### src/logic/cca_pkg.sv
`default_nettype none
package cca_pkg;
   // =========================================
   // Register bus geometry
   localparam int ADDR_W = 8;
   localparam int DATA_W = 16;

   // =========================================
   // Register offsets
   localparam logic [7:0] ADDR_CONTROL       = 8'h00;
   localparam logic [7:0] ADDR_ALERT_ENABLE  = 8'h01;
   localparam logic [7:0] ADDR_ALERT_FLAGS   = 8'h02;
   localparam logic [7:0] ADDR_ACCUMULATOR   = 8'h03;
   localparam logic [7:0] ADDR_UPPER_LIMIT   = 8'h04;
   localparam logic [7:0] ADDR_LOWER_LIMIT   = 8'h05;
   localparam logic [7:0] ADDR_PRESCALE      = 8'h06;
   localparam logic [7:0] ADDR_CHARGE_TARGET = 8'h07;
   localparam logic [7:0] ADDR_BAT_VOLTAGE   = 8'h08;
   localparam logic [7:0] ADDR_CHARGE_CURR   = 8'h09;
   localparam logic [7:0] ADDR_INPUT_CURR    = 8'h0A;
   localparam logic [7:0] ADDR_DIE_TEMP      = 8'h0B;
   localparam logic [7:0] ADDR_DIE_LOW_LIM   = 8'h0C;
   localparam logic [7:0] ADDR_DIE_HIGH_LIM  = 8'h0D;
   localparam logic [7:0] ADDR_STATUS        = 8'h0E;
   localparam logic [7:0] ADDR_CURRENT_CMD   = 8'h0F;

   // =========================================
   // Field positions
   localparam int CTRL_HOLD_BIT     = 0;
   localparam int CTRL_COUNT_EN_BIT = 1;
   localparam int ALERT_UPPER_BIT   = 0;
   localparam int ALERT_LOWER_BIT   = 1;
   localparam int ALERT_DIE_LOW_BIT = 2;
   localparam int ALERT_DIE_HI_BIT  = 3;
   localparam int ALERT_COUNT       = 4;
   localparam int STAT_CHARGING_BIT = 0;
   localparam int STAT_RAMPING_BIT  = 1;
   localparam int STAT_ALERT_BIT    = 2;

   // =========================================
   // Reset values and range limits
   localparam logic [15:0] CONTROL_RESET     = 16'h0000;
   localparam logic [3:0]  ALERT_EN_RESET    = 4'h0;
   localparam logic [15:0] ACCUM_RESET       = 16'h0000;
   localparam logic [15:0] ACCUM_MAX         = 16'hFFFF;
   localparam logic [15:0] ACCUM_MIN         = 16'h0000;
   localparam logic [15:0] PRESCALE_RESET    = 16'h0200;
   localparam logic [15:0] PRESCALE_MIN      = 16'h0001;
   localparam logic [15:0] UPPER_LIM_RESET   = 16'hFFFF;
   localparam logic [15:0] LOWER_LIM_RESET   = 16'h0000;
   localparam logic [15:0] TARGET_RESET      = 16'h0000;
   localparam logic [15:0] DIE_LOW_RESET     = 16'h0000;
   localparam logic [15:0] DIE_HIGH_RESET    = 16'hFFFF;
   localparam logic [15:0] ZERO16            = 16'h0000;

   // =========================================
   // Timing
   localparam int CLK_PERIOD_NS        = 10;
   localparam int SOFT_START_STEP_NS   = 1000;
   localparam int SOFT_START_STEP_CYC  = (SOFT_START_STEP_NS + CLK_PERIOD_NS - 1) / CLK_PERIOD_NS;
   localparam logic [15:0] RAMP_STEP   = 16'h0010;
endpackage
`default_nettype wire

### src/logic/cca_limit_alert.sv
`timescale 1ns/1ps
`default_nettype none
module cca_limit_alert #(
   parameter bit ABOVE = 1'b1
) (
   input  wire logic        clk_sys,
   input  wire logic        resetn,
   input  wire logic [15:0] value,
   input  wire logic [15:0] limit,
   input  wire logic        enable,
   input  wire logic        clear,
   output var  logic        flag
);
   import cca_pkg::*;

   logic crossed;
   logic flag_next;

   assign crossed   = ABOVE ? (value > limit) : (value < limit);
   // Set beats a clear in the same cycle so no crossing is lost
   assign flag_next = (enable & crossed) | (flag & ~clear);

   always_ff @(posedge clk_sys) begin
      if (!resetn) begin
         flag <= 1'b0;
      end else begin
         flag <= flag_next;
      end
   end
endmodule // cca_limit_alert
`default_nettype wire

### src/logic/cca_soft_start.sv
`timescale 1ns/1ps
`default_nettype none
module cca_soft_start (
   input  wire logic        clk_sys,
   input  wire logic        resetn,
   input  wire logic        chargeOn,
   input  wire logic [15:0] target,
   output var  logic [15:0] currentCmd,
   output var  logic        ramping
);
   import cca_pkg::*;

   localparam logic [15:0] STEP_LAST = 16'(SOFT_START_STEP_CYC - 1);

   logic [15:0] stepTimer_reg;
   logic [15:0] stepTimer_next;
   logic [15:0] cmd_next;
   logic [15:0] gap;
   logic        stepDue;

   assign gap            = target - currentCmd;
   assign stepDue        = (stepTimer_reg == STEP_LAST);
   assign stepTimer_next = (!chargeOn || stepDue) ? ZERO16 : stepTimer_reg + 16'h0001;
   // Falling target is followed at once; only rises are slewed
   assign cmd_next = !chargeOn               ? ZERO16 :
                     (currentCmd > target)   ? target :
                     !stepDue                ? currentCmd :
                     (gap > RAMP_STEP)       ? currentCmd + RAMP_STEP : target;

   always_ff @(posedge clk_sys) begin
      if (!resetn) begin
         stepTimer_reg <= ZERO16;
         currentCmd    <= ZERO16;
         ramping       <= 1'b0;
      end else begin
         stepTimer_reg <= stepTimer_next;
         currentCmd    <= cmd_next;
         ramping       <= chargeOn & (cmd_next != target);
      end
   end
endmodule // cca_soft_start
`default_nettype wire

### src/logic/cca_charge_accumulator.sv
`timescale 1ns/1ps
`default_nettype none
module cca_charge_accumulator (
   input  wire logic                 clk_sys,
   input  wire logic                 resetn,
   input  wire logic [7:0]           regAddr,
   input  wire logic [15:0]          regWrData,
   input  wire logic                 regWr,
   input  wire logic                 regRd,
   output var  logic [15:0]          regRdData,
   input  wire logic                 tickUp,
   input  wire logic                 tickDown,
   input  wire logic                 telemetryValid,
   input  wire logic [15:0]          batVoltageIn,
   input  wire logic [15:0]          chargeCurrentIn,
   input  wire logic [15:0]          inputCurrentIn,
   input  wire logic                 dieTempValid,
   input  wire logic [15:0]          dieTempIn,
   output var  logic                 smbAlertN,
   output var  logic                 chargeEnable,
   output var  logic [15:0]          chargeCurrentCmd
);
   import cca_pkg::*;

   // =========================================
   // Register storage
   logic [15:0] control_reg;
   logic [3:0]  alertEnable_reg;
   logic [15:0] accumulator_reg;
   logic [15:0] accumulator_next;
   logic [15:0] upperLimit_reg;
   logic [15:0] lowerLimit_reg;
   logic [15:0] prescale_reg;
   logic [15:0] prescale_next;
   logic [15:0] chargeTarget_reg;
   logic [15:0] batVoltage_reg;
   logic [15:0] chargeCurrent_reg;
   logic [15:0] inputCurrent_reg;
   logic [15:0] dieTemp_reg;
   logic [15:0] dieLowLimit_reg;
   logic [15:0] dieHighLimit_reg;
   logic [15:0] preCount_reg;
   logic [15:0] preCount_next;
   logic [15:0] rdData_next;

   // =========================================
   // Address decode
   logic wrControl;
   logic wrAlertEnable;
   logic wrAlertFlags;
   logic wrAccumulator;
   logic wrUpperLimit;
   logic wrLowerLimit;
   logic wrPrescale;
   logic wrChargeTarget;
   logic wrDieLowLimit;
   logic wrDieHighLimit;

   assign wrControl      = regWr & (regAddr == ADDR_CONTROL);
   assign wrAlertEnable  = regWr & (regAddr == ADDR_ALERT_ENABLE);
   assign wrAlertFlags   = regWr & (regAddr == ADDR_ALERT_FLAGS);
   assign wrAccumulator  = regWr & (regAddr == ADDR_ACCUMULATOR);
   assign wrUpperLimit   = regWr & (regAddr == ADDR_UPPER_LIMIT);
   assign wrLowerLimit   = regWr & (regAddr == ADDR_LOWER_LIMIT);
   assign wrPrescale     = regWr & (regAddr == ADDR_PRESCALE);
   assign wrChargeTarget = regWr & (regAddr == ADDR_CHARGE_TARGET);
   assign wrDieLowLimit  = regWr & (regAddr == ADDR_DIE_LOW_LIM);
   assign wrDieHighLimit = regWr & (regAddr == ADDR_DIE_HIGH_LIM);

   // =========================================
   // Control bits
   logic holdCharger;
   logic countEnable;
   logic chargeOn;

   assign holdCharger = control_reg[CTRL_HOLD_BIT];
   assign countEnable = control_reg[CTRL_COUNT_EN_BIT];
   assign chargeOn    = ~holdCharger;

   // =========================================
   // Prescaler
   logic [15:0] preLast;
   logic        tickUpEn;
   logic        tickDownEn;
   logic        stepUp;
   logic        stepDown;

   // Opposite ticks in one cycle cancel out
   assign tickUpEn   = countEnable & tickUp & ~tickDown;
   assign tickDownEn = countEnable & tickDown & ~tickUp;
   assign preLast    = prescale_reg - 16'h0001;
   assign stepUp     = tickUpEn & (preCount_reg == preLast);
   assign stepDown   = tickDownEn & (preCount_reg == ZERO16);
   // A new factor restarts the phase so the count never sits past the end
   assign preCount_next = (wrPrescale || !countEnable) ? ZERO16 :
                          stepUp                       ? ZERO16 :
                          stepDown                     ? preLast :
                          tickUpEn                     ? preCount_reg + 16'h0001 :
                          tickDownEn                   ? preCount_reg - 16'h0001 :
                                                         preCount_reg;
   // Zero is outside the legal range and is taken as one
   assign prescale_next = (regWrData == ZERO16) ? PRESCALE_MIN : regWrData;

   // =========================================
   // Accumulator
   logic atMax;
   logic atMin;

   assign atMax = (accumulator_reg == ACCUM_MAX);
   assign atMin = (accumulator_reg == ACCUM_MIN);
   // Host write wins over a step in the same cycle
   assign accumulator_next = wrAccumulator         ? regWrData :
                             (stepUp && !atMax)    ? accumulator_reg + 16'h0001 :
                             (stepDown && !atMin)  ? accumulator_reg - 16'h0001 :
                                                     accumulator_reg;

   // =========================================
   // Limit alerts
   logic [3:0] alertFlags;
   logic [3:0] flagClear;
   logic       alertActive;

   assign flagClear   = wrAlertFlags ? regWrData[3:0] : 4'h0;
   assign alertActive = |(alertFlags & alertEnable_reg);

   cca_limit_alert #(.ABOVE(1'b1)) u_upperAlert (
      .clk_sys (clk_sys),
      .resetn  (resetn),
      .value   (accumulator_reg),
      .limit   (upperLimit_reg),
      .enable  (alertEnable_reg[ALERT_UPPER_BIT]),
      .clear   (flagClear[ALERT_UPPER_BIT]),
      .flag    (alertFlags[ALERT_UPPER_BIT])
   );

   cca_limit_alert #(.ABOVE(1'b0)) u_lowerAlert (
      .clk_sys (clk_sys),
      .resetn  (resetn),
      .value   (accumulator_reg),
      .limit   (lowerLimit_reg),
      .enable  (alertEnable_reg[ALERT_LOWER_BIT]),
      .clear   (flagClear[ALERT_LOWER_BIT]),
      .flag    (alertFlags[ALERT_LOWER_BIT])
   );

   cca_limit_alert #(.ABOVE(1'b0)) u_dieLowAlert (
      .clk_sys (clk_sys),
      .resetn  (resetn),
      .value   (dieTemp_reg),
      .limit   (dieLowLimit_reg),
      .enable  (alertEnable_reg[ALERT_DIE_LOW_BIT]),
      .clear   (flagClear[ALERT_DIE_LOW_BIT]),
      .flag    (alertFlags[ALERT_DIE_LOW_BIT])
   );

   cca_limit_alert #(.ABOVE(1'b1)) u_dieHighAlert (
      .clk_sys (clk_sys),
      .resetn  (resetn),
      .value   (dieTemp_reg),
      .limit   (dieHighLimit_reg),
      .enable  (alertEnable_reg[ALERT_DIE_HI_BIT]),
      .clear   (flagClear[ALERT_DIE_HI_BIT]),
      .flag    (alertFlags[ALERT_DIE_HI_BIT])
   );

   // =========================================
   // Soft start
   logic [15:0] rampCmd;
   logic        rampBusy;

   cca_soft_start u_softStart (
      .clk_sys    (clk_sys),
      .resetn     (resetn),
      .chargeOn   (chargeOn),
      .target     (chargeTarget_reg),
      .currentCmd (rampCmd),
      .ramping    (rampBusy)
   );

   // =========================================
   // Read mux
   logic [15:0] statusWord;

   assign statusWord = {13'h0000, alertActive, rampBusy, chargeOn};
   assign rdData_next = !regRd                            ? ZERO16 :
                        (regAddr == ADDR_CONTROL)         ? control_reg :
                        (regAddr == ADDR_ALERT_ENABLE)    ? {12'h000, alertEnable_reg} :
                        (regAddr == ADDR_ALERT_FLAGS)     ? {12'h000, alertFlags} :
                        (regAddr == ADDR_ACCUMULATOR)     ? accumulator_reg :
                        (regAddr == ADDR_UPPER_LIMIT)     ? upperLimit_reg :
                        (regAddr == ADDR_LOWER_LIMIT)     ? lowerLimit_reg :
                        (regAddr == ADDR_PRESCALE)        ? prescale_reg :
                        (regAddr == ADDR_CHARGE_TARGET)   ? chargeTarget_reg :
                        (regAddr == ADDR_BAT_VOLTAGE)     ? batVoltage_reg :
                        (regAddr == ADDR_CHARGE_CURR)     ? chargeCurrent_reg :
                        (regAddr == ADDR_INPUT_CURR)      ? inputCurrent_reg :
                        (regAddr == ADDR_DIE_TEMP)        ? dieTemp_reg :
                        (regAddr == ADDR_DIE_LOW_LIM)     ? dieLowLimit_reg :
                        (regAddr == ADDR_DIE_HIGH_LIM)    ? dieHighLimit_reg :
                        (regAddr == ADDR_STATUS)          ? statusWord :
                        (regAddr == ADDR_CURRENT_CMD)     ? rampCmd :
                                                            ZERO16;

   // =========================================
   // Host registers
   always_ff @(posedge clk_sys) begin
      if (!resetn) begin
         control_reg      <= CONTROL_RESET;
         alertEnable_reg  <= ALERT_EN_RESET;
         upperLimit_reg   <= UPPER_LIM_RESET;
         lowerLimit_reg   <= LOWER_LIM_RESET;
         chargeTarget_reg <= TARGET_RESET;
         dieLowLimit_reg  <= DIE_LOW_RESET;
         dieHighLimit_reg <= DIE_HIGH_RESET;
      end else begin
         if (wrControl) control_reg <= {14'h0000, regWrData[1:0]};
         if (wrAlertEnable) alertEnable_reg <= regWrData[3:0];
         if (wrUpperLimit) upperLimit_reg <= regWrData;
         if (wrLowerLimit) lowerLimit_reg <= regWrData;
         if (wrChargeTarget) chargeTarget_reg <= regWrData;
         if (wrDieLowLimit) dieLowLimit_reg <= regWrData;
         if (wrDieHighLimit) dieHighLimit_reg <= regWrData;
      end
   end

   // =========================================
   // Counter state
   always_ff @(posedge clk_sys) begin
      if (!resetn) begin
         prescale_reg    <= PRESCALE_RESET;
         preCount_reg    <= ZERO16;
         accumulator_reg <= ACCUM_RESET;
      end else begin
         if (wrPrescale) prescale_reg <= prescale_next;
         preCount_reg    <= preCount_next;
         accumulator_reg <= accumulator_next;
      end
   end

   // =========================================
   // Telemetry capture
   always_ff @(posedge clk_sys) begin
      if (!resetn) begin
         batVoltage_reg    <= ZERO16;
         chargeCurrent_reg <= ZERO16;
         inputCurrent_reg  <= ZERO16;
         dieTemp_reg       <= ZERO16;
      end else begin
         if (telemetryValid) begin
            batVoltage_reg    <= batVoltageIn;
            chargeCurrent_reg <= chargeCurrentIn;
            inputCurrent_reg  <= inputCurrentIn;
         end
         if (dieTempValid) dieTemp_reg <= dieTempIn;
      end
   end

   // =========================================
   // Outputs
   always_ff @(posedge clk_sys) begin
      if (!resetn) begin
         regRdData        <= ZERO16;
         smbAlertN        <= 1'b1;
         chargeEnable     <= 1'b0;
         chargeCurrentCmd <= ZERO16;
      end else begin
         regRdData        <= rdData_next;
         smbAlertN        <= ~alertActive;
         chargeEnable     <= chargeOn;
         chargeCurrentCmd <= rampCmd;
      end
   end
endmodule // cca_charge_accumulator
`default_nettype wire

### config.mk
export PLATFORM = sky130hd
export DESIGN_NAME = cca_charge_accumulator
export DESIGN_NICKNAME = d
export VERILOG_FILES = /design/src/logic/cca_pkg.sv /design/src/logic/cca_limit_alert.sv /design/src/logic/cca_soft_start.sv /design/src/logic/cca_charge_accumulator.sv
export SDC_FILE = /design/constraint.sdc
export NUM_CORES = 1
export LEC_CHECK = 0
export ABC_AREA = 1
export BUFFER_PORTS_ARGS = -buffer_cell sky130_fd_sc_hd__buf_2
export CORE_UTILIZATION = 61
export CTS_CLUSTER_SIZE = 30
export DETAILED_ROUTE_END_ITERATION = 16
export PLACE_DENSITY = 0.81
export SETUP_SLACK_MARGIN = 0.05
export SLEW_MARGIN = 30
export SYNTH_ARGS = -nofsm -noshare
export SYNTH_HDL_FRONTEND = slang
export SYNTH_SLANG_ARGS = --single-unit
### constraint.sdc
create_clock -name clk_sys -period 5.8 [get_ports clk_sys]
set_input_delay 0.58 -clock clk_sys [delete_from_list [all_inputs] [get_ports clk_sys]]
set_output_delay 0.58 -clock clk_sys [all_outputs]
set_load 0.05 [all_outputs]
; ---- Word-level counts from Yosys, hierarchy flattened
; Cells that the tools add are included.
[classes]
add_sub_neg = 8
n_lt_le_gt_ge = 6
n_eq_ne = 19
mux = 28
n_bitwise = 40
n_reduce_logical = 19
[op_table]
columns = cell, count
row1 = 16-bit two-way mux, 24
row2 = "8-bit by 4-bit == test with 1-bit output, second input constant", 8
row3 = "16-bit by 1-bit adder with 16-bit output, second input constant", 3
row4 = 16-bit greater-than comparator, 3
row5 = 16-bit zero test, 3
row6 = "16-bit by 1-bit subtractor with 16-bit output, second input constant", 3
row7 = "8-bit by 3-bit == test with 1-bit output, second input constant", 4
row8 = 16-bit less-than comparator, 2
row9 = 1-bit AND, 25
row10 = "16-bit by 5-bit adder with 16-bit output, second input constant", 1
row11 = 16-bit == test, 1
row12 = "16-bit == test, second input constant", 1
row13 = "16-bit by 7-bit == test with 1-bit output, second input constant", 1
row14 = "8-bit by 2-bit == test with 1-bit output, second input constant", 2
row15 = "16-bit by 5-bit greater-than comparator with 1-bit output, second input constant", 1
row16 = 16-bit inequality test, 1
row17 = 16-bit subtractor, 1
row18 = 4-bit two-way mux, 3
row19 = 1-bit NOT, 10
row20 = "8-bit by 1-bit == test with 1-bit output, second input constant", 1
row21 = 8-bit zero test, 1
row22 = 4-bit OR reduction, 2
row23 = 3-bit nonzero test, 2
row24 = 4-bit AND, 1
row25 = other kinds (8), 16
[word_totals]
register_bits = 269
input_bits = 96

; ---- Depth between registers and ports, before layout
; Gate-level depths: netlist of run 1.
[logic_depth]
word_depth = 17
mapped_depth = 29
ltp_nobuf = 29

; ---- Hierarchy
; Synthesis of run 1 repeated with hierarchy kept, for this count alone.
[hier_totals]
cells_unflattened = 2625
area_unflattened_um2 = 17610.6
[modules_own_cells]
columns = mod, instances, cells_each, area_per_inst_um2
row1 = cca_charge_accumulator, 1, 1786, 12398.1
row2 = cca_soft_start, 1, 531, 3280.6
row3 = cca_limit_alert at u_dieHighAlert ..., 2, 83, 528.0
row4 = cca_limit_alert at u_dieLowAlert ..., 2, 71, 437.9

; ---- Worst setup path before layout of run 1
; No wires, ideal clock.
[synth_path]
kind = input to register
from = input port tickDown
to = register accumulator_reg[15]
setup_ps = 70
arrival_ps = 4750
setup_slack_ps = 979
path_stages = 24
n_path_buf = 0
path_cell_list = inv_1 nand3_1 nor4_1 nand3_1 nor4_1 nand4_1 nor4b_1 nand4_1 ha_1 a21oi_1 nand2_1 a21boi_0 o21ai_0 a21boi_0 o21bai_1 a21oi_1 inv_1 nand2_1 o21ai_0 inv_1 nand3_1 nand3_1 nand2_1 a21oi_1
[synth_between]
elab_chain_cells = 6
elab_cells_between_ends = 11
classes_between = mux (2) / bitwise (6) / reduce/logical (3)
[synth_rtl]
columns = item, line
row1 = "start, declared", cca_charge_accumulator.sv:12  ; input wire logic tickDown,
row2 = 1-bit NOT, cca_charge_accumulator.sv:89  ; assign tickUpEn = countEnable & tickUp & ~tickDown;
row3 = 1-bit AND, cca_charge_accumulator.sv:89
row4 = 1-bit AND, cca_charge_accumulator.sv:92  ; assign stepUp = tickUpEn & (preCount_reg == preLast);
row5 = 1-bit logical AND, cca_charge_accumulator.sv:113  ; (stepUp && !atMax) ? accumulator_reg + 16'h0001 :
row6 = 16-bit two-way mux, cca_charge_accumulator.sv:113
row7 = 16-bit two-way mux, cca_charge_accumulator.sv:112  ; assign accumulator_next = wrAccumulator ? regWrData :
row8 = "end signal, assigned", cca_charge_accumulator.sv:236  ; accumulator_reg <= accumulator_next;
row9 = "end, declared", cca_charge_accumulator.sv:29  ; logic [15:0] accumulator_reg;
; Parallel ways exist; a longest one is shown, timed or not.
; A chain may end at the register's enable or synchronous reset.

; ---- Final worst setup path of run 1
[layout_path]
from = register prescale_reg[0]
to = register accumulator_reg[15]
[layout_between]
elab_chain_cells = 6
elab_cells_between_ends = 7
classes_between = add/sub (1) / eq/ne (1) / mux (2) / bitwise (1) / reduce/logical (2)
[layout_rtl]
columns = item, line
row1 = "start, declared", cca_charge_accumulator.sv:33  ; logic [15:0] prescale_reg;
row2 = "start signal, assigned", cca_charge_accumulator.sv:234  ; if (wrPrescale) prescale_reg <= prescale_next;
row3 = 16-bit by 1-bit subtractor with 16-bit output (*), cca_charge_accumulator.sv:91  ; assign preLast = prescale_reg - 16'h0001;
row4 = 16-bit == test (*), cca_charge_accumulator.sv:92
row5 = 1-bit AND (*), cca_charge_accumulator.sv:92
row6 = 1-bit logical AND (*), cca_charge_accumulator.sv:113
row7 = 16-bit two-way mux, cca_charge_accumulator.sv:113
row8 = 16-bit two-way mux, cca_charge_accumulator.sv:112
; Mark *: on every way between the ends. The rest lies on a longest branch, timed or not.

==> results of run 1 <==
## layout make-up
cell class              instances  area [µm²]
multi-input cells            1642        9050
fillers                      2294        7970
flip-flops and latches        269        5390
inverters                     364        1370
clock buffers                  35         778
repair buffers                142         746
well taps                     335         419
clock inverters                19         267
## metrics by stage
step / utilization (%) / cells / setup WS, ps / cell area [µm²] / total power [µW]
6_report: 69.3 / 2806 / 851 / 18000 / 5000
4_1_cts: 69.3 / 2806 / 847 / 18000 / 4990
3_3_place_gp: 65.2 / 2752 / 1000 / 17000 / 2950
5_1_grt: 69.3 / 2806 / 382 / 18000 / 5190
3_5_place_dp: 65.3 / 2752 / 903 / 17000 / 2970
2_1_floorplan: - / 2357 / 979 / 16100 / 2730
## path summary, 6_finish.rpt
check | from | to | depth (start not counted)
min reg2reg | u_softStart.currentCmd[14]$_SDFF_PN0_ | chargeCurrentCmd[14]$_SDFF_PN0_ | 2
max | prescale_reg[0]$_SDFFE_PN0P_ | accumulator_reg[15]$_SDFFE_PN0P_ | 26
min | batVoltageIn[6] | batVoltage_reg[6]$_SDFFE_PN0P_ | 3
max reg2reg | prescale_reg[0]$_SDFFE_PN0P_ | accumulator_reg[15]$_SDFFE_PN0P_ | 26
## cell families after synthesis
kind of cell / Yosys count / synth area share [%]
xor gates and xnor gates: 57 / 3.10
buffers and inverters: 446 / 10.6
AOI/OAI and AO/OA: 567 / 19.9
and+or+nand+nor: 906 / 24.2
DFF: 269 / 33.4
adders and majority gates: 112 / 8.83
## cell usage after synthesis, types with 3 or more instances
master	number	area, µm²
sky130_fd_sc_hd__a21boi_0	5	37.5
sky130_fd_sc_hd__a21oi_1	216	1080
sky130_fd_sc_hd__nand4_1	51	319
sky130_fd_sc_hd__a31oi_1	4	25.0
sky130_fd_sc_hd__or2_2	5	31.3
sky130_fd_sc_hd__nor3b_1	5	37.5
sky130_fd_sc_hd__o22ai_1	16	100
sky130_fd_sc_hd__o41ai_1	4	35.0
sky130_fd_sc_hd__o21ai_0	210	1050
sky130_fd_sc_hd__nor2_2	6	37.5
sky130_fd_sc_hd__a211oi_1	20	150
sky130_fd_sc_hd__nand3_1	94	470
sky130_fd_sc_hd__o221ai_1	6	52.6
sky130_fd_sc_hd__o2111ai_1	11	96.3
sky130_fd_sc_hd__nand3_2	6	60.1
sky130_fd_sc_hd__xnor2_1	14	123
sky130_fd_sc_hd__o21ai_1	3	15.0
sky130_fd_sc_hd__clkbuf_1	72	270
sky130_fd_sc_hd__buf_2	5	25.0
sky130_fd_sc_hd__xor2_1	43	377
sky130_fd_sc_hd__nor2_1	232	871
sky130_fd_sc_hd__nand2_1	437	1640
sky130_fd_sc_hd__and2_1	4	25.0
sky130_fd_sc_hd__nand3b_1	5	37.5
sky130_fd_sc_hd__nand2_2	6	37.5
sky130_fd_sc_hd__a221oi_1	18	158
sky130_fd_sc_hd__o211ai_1	41	308
sky130_fd_sc_hd__inv_1	361	1360
sky130_fd_sc_hd__fa_1	3	60.1
sky130_fd_sc_hd__nor3_1	27	135
sky130_fd_sc_hd__o21bai_1	3	22.5
sky130_fd_sc_hd__a22oi_1	4	30.0
sky130_fd_sc_hd__nor4_1	21	131
sky130_fd_sc_hd__ha_1	109	1360
sky130_fd_sc_hd__dfxtp_1	269	5390
## power groups by stage
| stage | sequential [µW] | clock (µW) | combinational [µW] |
|---|---|---|---|
| floorplan | 2060 | 0 | 662 |
| global placement | 2010 | 0 | 941 |
| detailed placement | 2010 | 0 | 961 |
| CTS | 1970 | 2050 | 968 |
| global route | 1980 | 2110 | 1100 |
| finish | 1970 | 2040 | 991 |
## per-layer routing
layer	GRT usage (%)	routed length (µm)	vias to the layer above
met5	0	13	-
met4	17.8	2590	2
met3	6.83	5330	147
met2	58.0	22000	852
met1	51.8	21800	7594
li1	-	-	8016
## worst max-delay path: stages, from the launching register on
cell and delay [ps]:
sky130_fd_sc_hd__dfxtp_1 410, sky130_fd_sc_hd__inv_1 120, sky130_fd_sc_hd__ha_1 350, sky130_fd_sc_hd__xnor2_1 130
sky130_fd_sc_hd__nor4_1 360, sky130_fd_sc_hd__nand3_1 130, sky130_fd_sc_hd__nor4_1 280, sky130_fd_sc_hd__nand4_1 120
sky130_fd_sc_hd__nor4b_1 260, sky130_fd_sc_hd__nand4_1 150, sky130_fd_sc_hd__buf_4 230, sky130_fd_sc_hd__ha_1 350
sky130_fd_sc_hd__a21oi_1 150, sky130_fd_sc_hd__nand2_1 100, sky130_fd_sc_hd__a21boi_0 280, sky130_fd_sc_hd__o21ai_0 180
sky130_fd_sc_hd__a21boi_0 330, sky130_fd_sc_hd__o21bai_1 110, sky130_fd_sc_hd__a21oi_1 180, sky130_fd_sc_hd__inv_1 70
sky130_fd_sc_hd__nand2_1 90, sky130_fd_sc_hd__o21ai_0 110, sky130_fd_sc_hd__inv_1 80, sky130_fd_sc_hd__nand3_1 70
sky130_fd_sc_hd__nand3_1 80, sky130_fd_sc_hd__nand2_1 50, sky130_fd_sc_hd__a21oi_1 110
==> out/qor.txt, run 1 <==
run status: finished, final reports clean
Inserted Diodes: 0
Slew headroom: 37.8%
startpoint-to-endpoint class of the critical path: reg -> reg
GRT Residual Overflow: 0
post-DR wirelength/cell: 18.4 µm
count of vias placed by the detailed router: 16600
unrepaired setup endpoints after global routing: no
number of synthesized flops with an enable pin: 0
number of hold-slack violations in the final timing report: 0
pin count of the biggest net entering global routing: 92
Setup Viol. Count Final: 0
TritonCTS clock tree: yes
Die H: 165 µm
fraction of power consumed by sequential logic: 39.4%
count of clock tree sinks: 269
Final Routed Wirelength: 51800 µm
Final TNS setup: 0 ps
Logic pwr share: 19.8%
capturing element type of the critical path: flip-flop
Reg clk slew, reported paths: 70 ps
maximum clock frequency: 202 MHz
level count of the clock H-tree: 1
kind of launch point of the worst setup path: flip-flop
layout-stage area growth over the synthesis result: 11.8%
maximum clock insertion buffer count: 3
leading cell types in the layout, fill and taps excluded: sky130_fd_sc_hd__nand2_1, sky130_fd_sc_hd__inv_1, sky130_fd_sc_hd__dfxtp_1
wire length of the first global-routing pass: 80500 µm
Worst Skew: 22.1 ps
Skew-Pair Late Insertion Delay: 570 ps
number of buffers inserted for hold repair after clock tree synthesis: 0
Vias per Instance: 5.92
net count of the mapped netlist: 2565
max_cap viols: 0
via count of the first global-routing pass: 15200
effective utilization at floorplan: 62.0%
root cell of the clock tree: sky130_fd_sc_hd__clkbuf_16
layout cells sized above 1: 9.19%
ports placed on the boundary: 130
Final Max Slew Viols: 0
critical path fanouts, max: 15
Worst-Margin Slew: 932 ps
crit path time final: 4950 ps
worst setup slack for register-to-register paths: 850 ps
nets: 2656
first-pass iteration count of the detailed router: 12
peak supply drop: 338 µV
Placement Rows: 59
data required time at the worst endpoint: 6300 ps
DRC violation count after routing: 0
NetSw: 1540 µW
initial DRC count: 1771
Ys Warns: 0
switching portion of total power: 30.9%
CTS Buf Count: 29
initial antenna violation count: 1
internal power consumption: 3460 µW
Arrival @ worst endpoint: 5450 ps
cts repair resizes: 0
sequential fraction of the synthesis area: 33.4%
worst hold margin: 234 ps
most common flop cell mapped by yosys: sky130_fd_sc_hd__dfxtp_1
count of input and output buffers: 129
netlist area before placement: 16100 µm²
routability congestion estimate: 1.02
worst min-delay path category: in -> reg
Power per Cell Area: 278 nW/µm²
most common cell after layout, fill and taps aside: sky130_fd_sc_hd__nand2_1
number of nets with antenna violations after detailed routing: 0
number of cells produced by synthesis: 2357
number of flip-flops and latches in the synthesized netlist: 269
Synth async-reset ratio: 0%
aggregate global-route resource usage: 38.0%
synthesized area per cell: 6.84 µm²
CORE AREA: 26000 µm²
horizontal extent of the die: 165 µm
crit share post-route: 85.3%
Leak: 0.00861 µW
DIE AREA: 27100 µm²
proportion of power drawn by the clock network: 40.8%
placed wire-length estimate after detailed placement: 39200 µm
number of distinct library cell variants in the gate-level netlist after synthesis: 51
Setup Buffers After CTS: 0
No activity file was read; power rests on OpenSTA's default activity.
==> run 2, diff against run 1 <==
CELL_PAD_IN_SITES_DETAIL_PLACEMENT = 1   (was not set)
CELL_PAD_IN_SITES_GLOBAL_PLACEMENT = 2   (was not set)
CORE_UTILIZATION = 34   (was 61)
PLACE_DENSITY = not set   (was 0.81)
PLACE_DENSITY_LB_ADDON = 0.1   (was not set)
==> out/qor.txt, run 2 (synthesis results as in run 1) <==
DIE AREA: 48300 µm² (+78%)
layout cells sized above 1: 9.04% (-0.14 points)
crit share post-route: 85.0% (-0.35 points)
CORE AREA: 46700 µm² (+80%)
startpoint-to-endpoint class of the critical path: reg -> reg
TritonCTS clock tree: yes
peak supply drop: 224 µV (-34%)
ports placed on the boundary: 130 (unchanged)
nets: 2664 (+0.30%)
Skew-Pair Late Insertion Delay: 550 ps (-20 ps)
Reg clk slew, reported paths: 50 ps (-20 ps)
Worst Skew: 29.7 ps (+7.62 ps)
routability congestion estimate: 0.918 (-9.7%)
data required time at the worst endpoint: 6260 ps (-40 ps)
crit path time final: 4930 ps (-20.3 ps)
initial DRC count: 868 (-51%)
Setup Buffers After CTS: 0 (unchanged)
Arrival @ worst endpoint: 5390 ps (-60 ps)
violated checks: design-rule violations
global routing met1 resource utilization: 36.0% (-16 points)
maximum clock frequency: 203 MHz (+0.41%)
level count of the clock H-tree: 2 (+1)
post-DR wirelength/cell: 20.5 µm (+11%)
Slew headroom: 32.8% (-5.1 points)
number of buffers inserted for hold repair after clock tree synthesis: 0 (unchanged)
layer carrying the most global-route usage: met2
count of vias placed by the detailed router: 16100 (-3.0%)
Final Worst Setup Slack: 871 ps (+20.3 ps)
Final TNS setup: 0 ps (unchanged)
Final Routed Wirelength: 63400 µm (+22%)
worst min-delay path category: in -> reg
Worst-Margin Slew: 1010 ps (+76.0 ps)
cts repair resizes: 0 (unchanged)
root cell of the clock tree: sky130_fd_sc_hd__clkbuf_16
met2 Use GR: 41.2% (-17 points)
most common cell after layout, fill and taps aside: sky130_fd_sc_hd__nand2_1
Power per Cell Area: 278 nW/µm² (about the same)
count of input and output buffers: 129 (unchanged)
capturing element type of the critical path: flip-flop
count of clock tree sinks: 269 (unchanged)
placed wire-length estimate after detailed placement: 49500 µm (+26%)
unrepaired setup endpoints after global routing: no
Setup Viol. Count Final: 0 (unchanged)
GRT Residual Overflow: 0 (unchanged)
layout-stage area growth over the synthesis result: 14.1%
Placement Rows: 79 (+34%)
number of hold-slack violations in the final timing report: 0 (unchanged)
DRC violation count after routing: 2 (+2)
critical path fanouts, max: 15 (unchanged)
GR Layer Usage met3: 6.67% (-0.16 points)
effective utilization at floorplan: 34.6% (-27 points)
worst-case setup slack after placement: 773 ps (-130 ps)
Die H: 220 µm (+34%)
max_cap viols: 0 (unchanged)
horizontal extent of the die: 220 µm (+34%)
Leak: 0.00864 µW (+0.33%)
CTS Buf Count: 34 (+17%)
number of nets with antenna violations after detailed routing: 0 (unchanged)
maximum clock insertion buffer count: 3 (unchanged)
wire length of the first global-routing pass: 97300 µm (+21%)
initial antenna violation count: 3 (+2)
kind of launch point of the worst setup path: flip-flop
first-pass iteration count of the detailed router: 11 (-1)
pin count of the biggest net entering global routing: 69 (-25%)
via count of the first global-routing pass: 16400 (+7.7%)
Inserted Diodes: 0 (unchanged)
run status: complete, but fails checks
Vias per Instance: 5.22 (-12%)
leading cell types in the layout, fill and taps excluded: sky130_fd_sc_hd__nand2_1, sky130_fd_sc_hd__inv_1, sky130_fd_sc_hd__dfxtp_1
Final Max Slew Viols: 0 (unchanged)
aggregate global-route resource usage: 26.6% (-11 points)
-- run 2: worst paths after layout --
check / startpoint / endpoint / slack, ps / cells past startpoint
worst max-delay path: prescale_reg[0]$_SDFFE_PN0P_ / accumulator_reg[15]$_SDFFE_PN0P_ / 870 / 26
worst min-delay path: batVoltageIn[8] / batVoltage_reg[8]$_SDFFE_PN0P_ / 250 / 3
worst max register to register: prescale_reg[0]$_SDFFE_PN0P_ / accumulator_reg[15]$_SDFFE_PN0P_ / 870 / 26
worst min register to register: batVoltage_reg[15]$_SDFFE_PN0P_ / batVoltage_reg[15]$_SDFFE_PN0P_ / 450 / 2
-- run 2: layer usage --
layer,vias up,share of wire [%]
met2,343,43
met1,7633,47
met5,-,0.063
li1,8033,-
met3,92,6.3
met4,6,3.0
-- run 2: worst max-delay path, stage by stage, from the launching register on --
cell and delay, ps:
sky130_fd_sc_hd__dfxtp_1 420, sky130_fd_sc_hd__inv_1 110, sky130_fd_sc_hd__ha_1 350, sky130_fd_sc_hd__xnor2_1 140
sky130_fd_sc_hd__nor4_1 360, sky130_fd_sc_hd__nand3_1 130, sky130_fd_sc_hd__nor4_1 300, sky130_fd_sc_hd__nand4_1 130
sky130_fd_sc_hd__nor4b_1 260, sky130_fd_sc_hd__nand4_1 120, sky130_fd_sc_hd__buf_4 230, sky130_fd_sc_hd__ha_1 350
sky130_fd_sc_hd__a21oi_1 140, sky130_fd_sc_hd__nand2_1 100, sky130_fd_sc_hd__a21boi_0 300, sky130_fd_sc_hd__o21ai_0 210
sky130_fd_sc_hd__a21boi_1 270, sky130_fd_sc_hd__o21bai_1 100, sky130_fd_sc_hd__a21oi_1 180, sky130_fd_sc_hd__inv_1 80
sky130_fd_sc_hd__nand2_1 80, sky130_fd_sc_hd__o21ai_0 100, sky130_fd_sc_hd__inv_1 80, sky130_fd_sc_hd__nand3_1 70
sky130_fd_sc_hd__nand3_1 80, sky130_fd_sc_hd__nand2_1 50, sky130_fd_sc_hd__a21oi_1 110
-- run 2: power breakdown --
| group | leakage (µW) | total, µW | internal [µW] | switching, µW |
|---|---|---|---|---|
| clock network | 0.000519 | 2110 | 1250 | 859 |
| registers | 0.00219 | 1980 | 1930 | 51.6 |
| logic | 0.00593 | 1020 | 314 | 709 |
| total | 0.00864 | 5110 | 3490 | 1620 |
-- run 2: metrics by stage --
stage	power (µW)	hold slack, ps	instance area (µm²)	utilization, %	cells
3_3_place_gp	3020	430	17300	37.1	3027
2_1_floorplan	2730	407	16100	-	2357
5_1_grt	5370	253	18400	39.4	3084
3_5_place_dp	3040	452	17300	37.1	3027
4_1_cts	5170	229	18400	39.4	3084
6_report	5110	254	18400	39.4	3084
-- run 2: cell type report --
| cell class | instances | area, µm² |
|---|---|---|
| clock inverters | 6 | 83.8 |
| flip-flops and latches | 269 | 5390 |
| well taps | 607 | 759 |
| fillers | 5987 | 28300 |
| multi-input cells | 1642 | 9050 |
| inverters | 364 | 1370 |
| clock buffers | 51 | 976 |
| repair buffers | 145 | 768 |
==> run 3, diff against run 2 <==
CORE_UTILIZATION = 31   (was 34)
clock period = 4.2 ns   (was 5.8 ns; I/O delays follow)
==> out/qor.txt, run 3 (synthesis results as in run 1) <==
startpoint-to-endpoint class of the critical path: reg -> reg
ports placed on the boundary: 130 (unchanged)
initial DRC count: 797 (-8.2%)
initial antenna violation count: 4 (+1)
data required time at the worst endpoint: 4620 ps (-1640 ps)
Placed Cells: 3154 (+4.2%)
Placement Rows: 83 (+5.1%)
most common cell after layout, fill and taps aside: sky130_fd_sc_hd__nand2_1
number of nets with antenna violations after detailed routing: 0 (unchanged)
Setup Viol. Count Final: 0 (unchanged)
Die H: 230 µm (+4.7%)
endpoint of the worst register-to-register path: accumulator_reg[15]$_SDFFE_PN0P_
unrepaired setup endpoints after global routing: yes
Worst-Margin Slew: 930 ps (-77.4 ps)
Skew-Pair Late Insertion Delay: 560 ps (about the same)
layout-stage area growth over the synthesis result: 20.8%
Final Routed Wirelength: 66300 µm (+4.7%)
Worst R2R Path Depth: 30 (+15%)
via count of the first global-routing pass: 17100 (+4.4%)
worst setup slack for register-to-register paths: 100 ps (-770 ps)
level count of the clock H-tree: 2 (unchanged)
layout cells sized above 1: 14.0% (+4.9 points)
Arrival @ worst endpoint: 4520 ps (-870 ps)
Leak: 0.00915 µW (+5.9%)
leading cell types in the layout, fill and taps excluded: sky130_fd_sc_hd__nand2_1, sky130_fd_sc_hd__inv_1, sky130_fd_sc_hd__dfxtp_1
DIE AREA: 52900 µm² (+9.6%)
run status: finished, final reports clean
capturing element type of the critical path: flip-flop
DRC violation count after routing: 0 (-2)
kind of launch point of the worst setup path: flip-flop
nets: 2737 (+2.7%)
GRT Residual Overflow: 0 (unchanged)
delay contributed by the slowest stage of the critical path: 330 ps (-90 ps)
pin count of the biggest net entering global routing: 63 (-8.7%)
critical path's slowest cell: sky130_fd_sc_hd__dfxtp_2
first-pass iteration count of the detailed router: 7 (-4)
peak supply drop: 239 µV (+6.8%)
total area of sequential cells: 5390 µm² (about the same)
placed wire-length estimate after detailed placement: 52600 µm (+6.3%)
Reg clk slew, reported paths: 60 ps (about the same)
area taken by multi-input logic gates: 9320 µm² (+3.0%)
horizontal extent of the die: 230 µm (+4.7%)
effective utilization at floorplan: 31.4% (-3.1 points)
number of buffers inserted for hold repair after clock tree synthesis: 0 (unchanged)
crit path time final: 4100 ps (-829 ps)
Worst Skew: 20.9 ps (-8.81 ps)
CORE AREA: 51300 µm² (+10%)
worst flop-to-flop path startpoint: prescale_reg[1]$_SDFFE_PN0P_
Slew headroom: 37.9% (+5.2 points)
Hold Path Origin: dieTempIn[3]
post-DR wirelength/cell: 20.5 µm (-0.17%)
root cell of the clock tree: sky130_fd_sc_hd__clkbuf_16
Vias per Instance: 5.14 (-1.5%)
fin cells: 3235 (+4.9%)
most frequent cell on the critical path: sky130_fd_sc_hd__nand2_2
count of vias placed by the detailed router: 16600 (+3.3%)
number of hold-slack violations in the final timing report: 0 (unchanged)
end of the worst hold path: dieTemp_reg[3]$_SDFFE_PN0P_
Final Max Slew Viols: 0 (unchanged)
maximum clock insertion buffer count: 3 (unchanged)
hold path depth: 3 (unchanged)
CTS Buf Count: 37 (+8.8%)
routability congestion estimate: 0.907 (-1.2%)
count of clock tree sinks: 269 (unchanged)
TritonCTS clock tree: yes
fill cell instance count of the final layout: 6547 (+9.4%)
maximum clock frequency: 244 MHz (+20%)
wire length of the first global-routing pass: 102000 µm (+4.5%)
Power per Cell Area: 381 nW/µm² (+37%)
max_cap viols: 0 (unchanged)
Final TNS setup: 0 ps (unchanged)
count of input and output buffers: 129 (unchanged)
aggregate global-route resource usage: 25.0% (-1.6 points)
crit share post-route: 97.6% (+13 points)
critical path fanouts, max: 7 (-8)
worst min-delay path category: in -> reg
[run 3: cell type report]
cell class / count / area share [%]
well taps: 680 / 4.37
clock buffers: 53 / 5.47
flip-flops and latches: 269 / 27.7
diodes: 2 / 0.0257
inverters: 364 / 7.02
multi-input cells: 1642 / 47.9
repair buffers: 215 / 6.68
clock inverters: 10 / 0.899
[run 3: metal layers]
metal  share of wire, %  global-route usage, %
met4                3.1                   7.88
met5              0.012                      0
met3                4.7                   4.29
met2                 45                   40.3
met1                 47                   33.7
[run 3: repair_timing]
action	in CTS	in global routing
pin swaps	6	11
endpoints found under the setup margin	3	9
setup buffers	6	12
gates resized for setup	6	38
[run 3: how the worst max path moves through the flow]
stage | slack, ps | end | cells after the start | from
global route | -230 | accumulator_reg[15]$_SDFFE_PN0P_ | 30 | prescale_reg[1]$_SDFFE_PN0P_
CTS | 60 | accumulator_reg[12]$_SDFFE_PN0P_ | 27 | prescale_reg[1]$_SDFFE_PN0P_
finish | 100 | accumulator_reg[15]$_SDFFE_PN0P_ | 30 | prescale_reg[1]$_SDFFE_PN0P_
detailed placement | -20 | accumulator_reg[15]$_SDFFE_PN0P_ | 29 | prescale_reg[1]$_SDFFE_PN0P_
floorplan | -120 | accumulator_reg[12]$_SDFFE_PN0P_ | 24 | prescale_reg[0]$_SDFFE_PN0P_
global placement | -2 | accumulator_reg[15]$_SDFFE_PN0P_ | 29 | prescale_reg[1]$_SDFFE_PN0P_
[run 3: power breakdown]
part | total (µW) | internal, µW | switching (µW)
sequential | 2730 | 2660 | 67.5
clock | 3270 | 2010 | 1260
combinational | 1420 | 435 | 989
total | 7420 | 5110 | 2310
[run 3: per-stage QoR]
step	hold slack, ps	power, µW	setup WS, ps	cell area (µm²)	utilization, %
finish	74.8	7420	99.9	19500	38.0
global route	75.0	7760	-225	19500	38.0
CTS	51.2	7520	57.5	19200	37.5
detailed placement	443	4210	-22.4	17900	34.9
global placement	430	4180	-2.04	17900	34.9
floorplan	407	3760	-125	16200	-
[run 3: critical path, delay by kind of cell (launching register included)]
| family | cells | cell delay (ps) |
|---|---|---|
| AOI/OAI and AO/OA | 7 | 810 |
| adders and majority gates | 2 | 480 |
| buffers and inverters | 4 | 400 |
| DFF | 1 | 330 |
| and+or+nand+nor | 17 | 1960 |
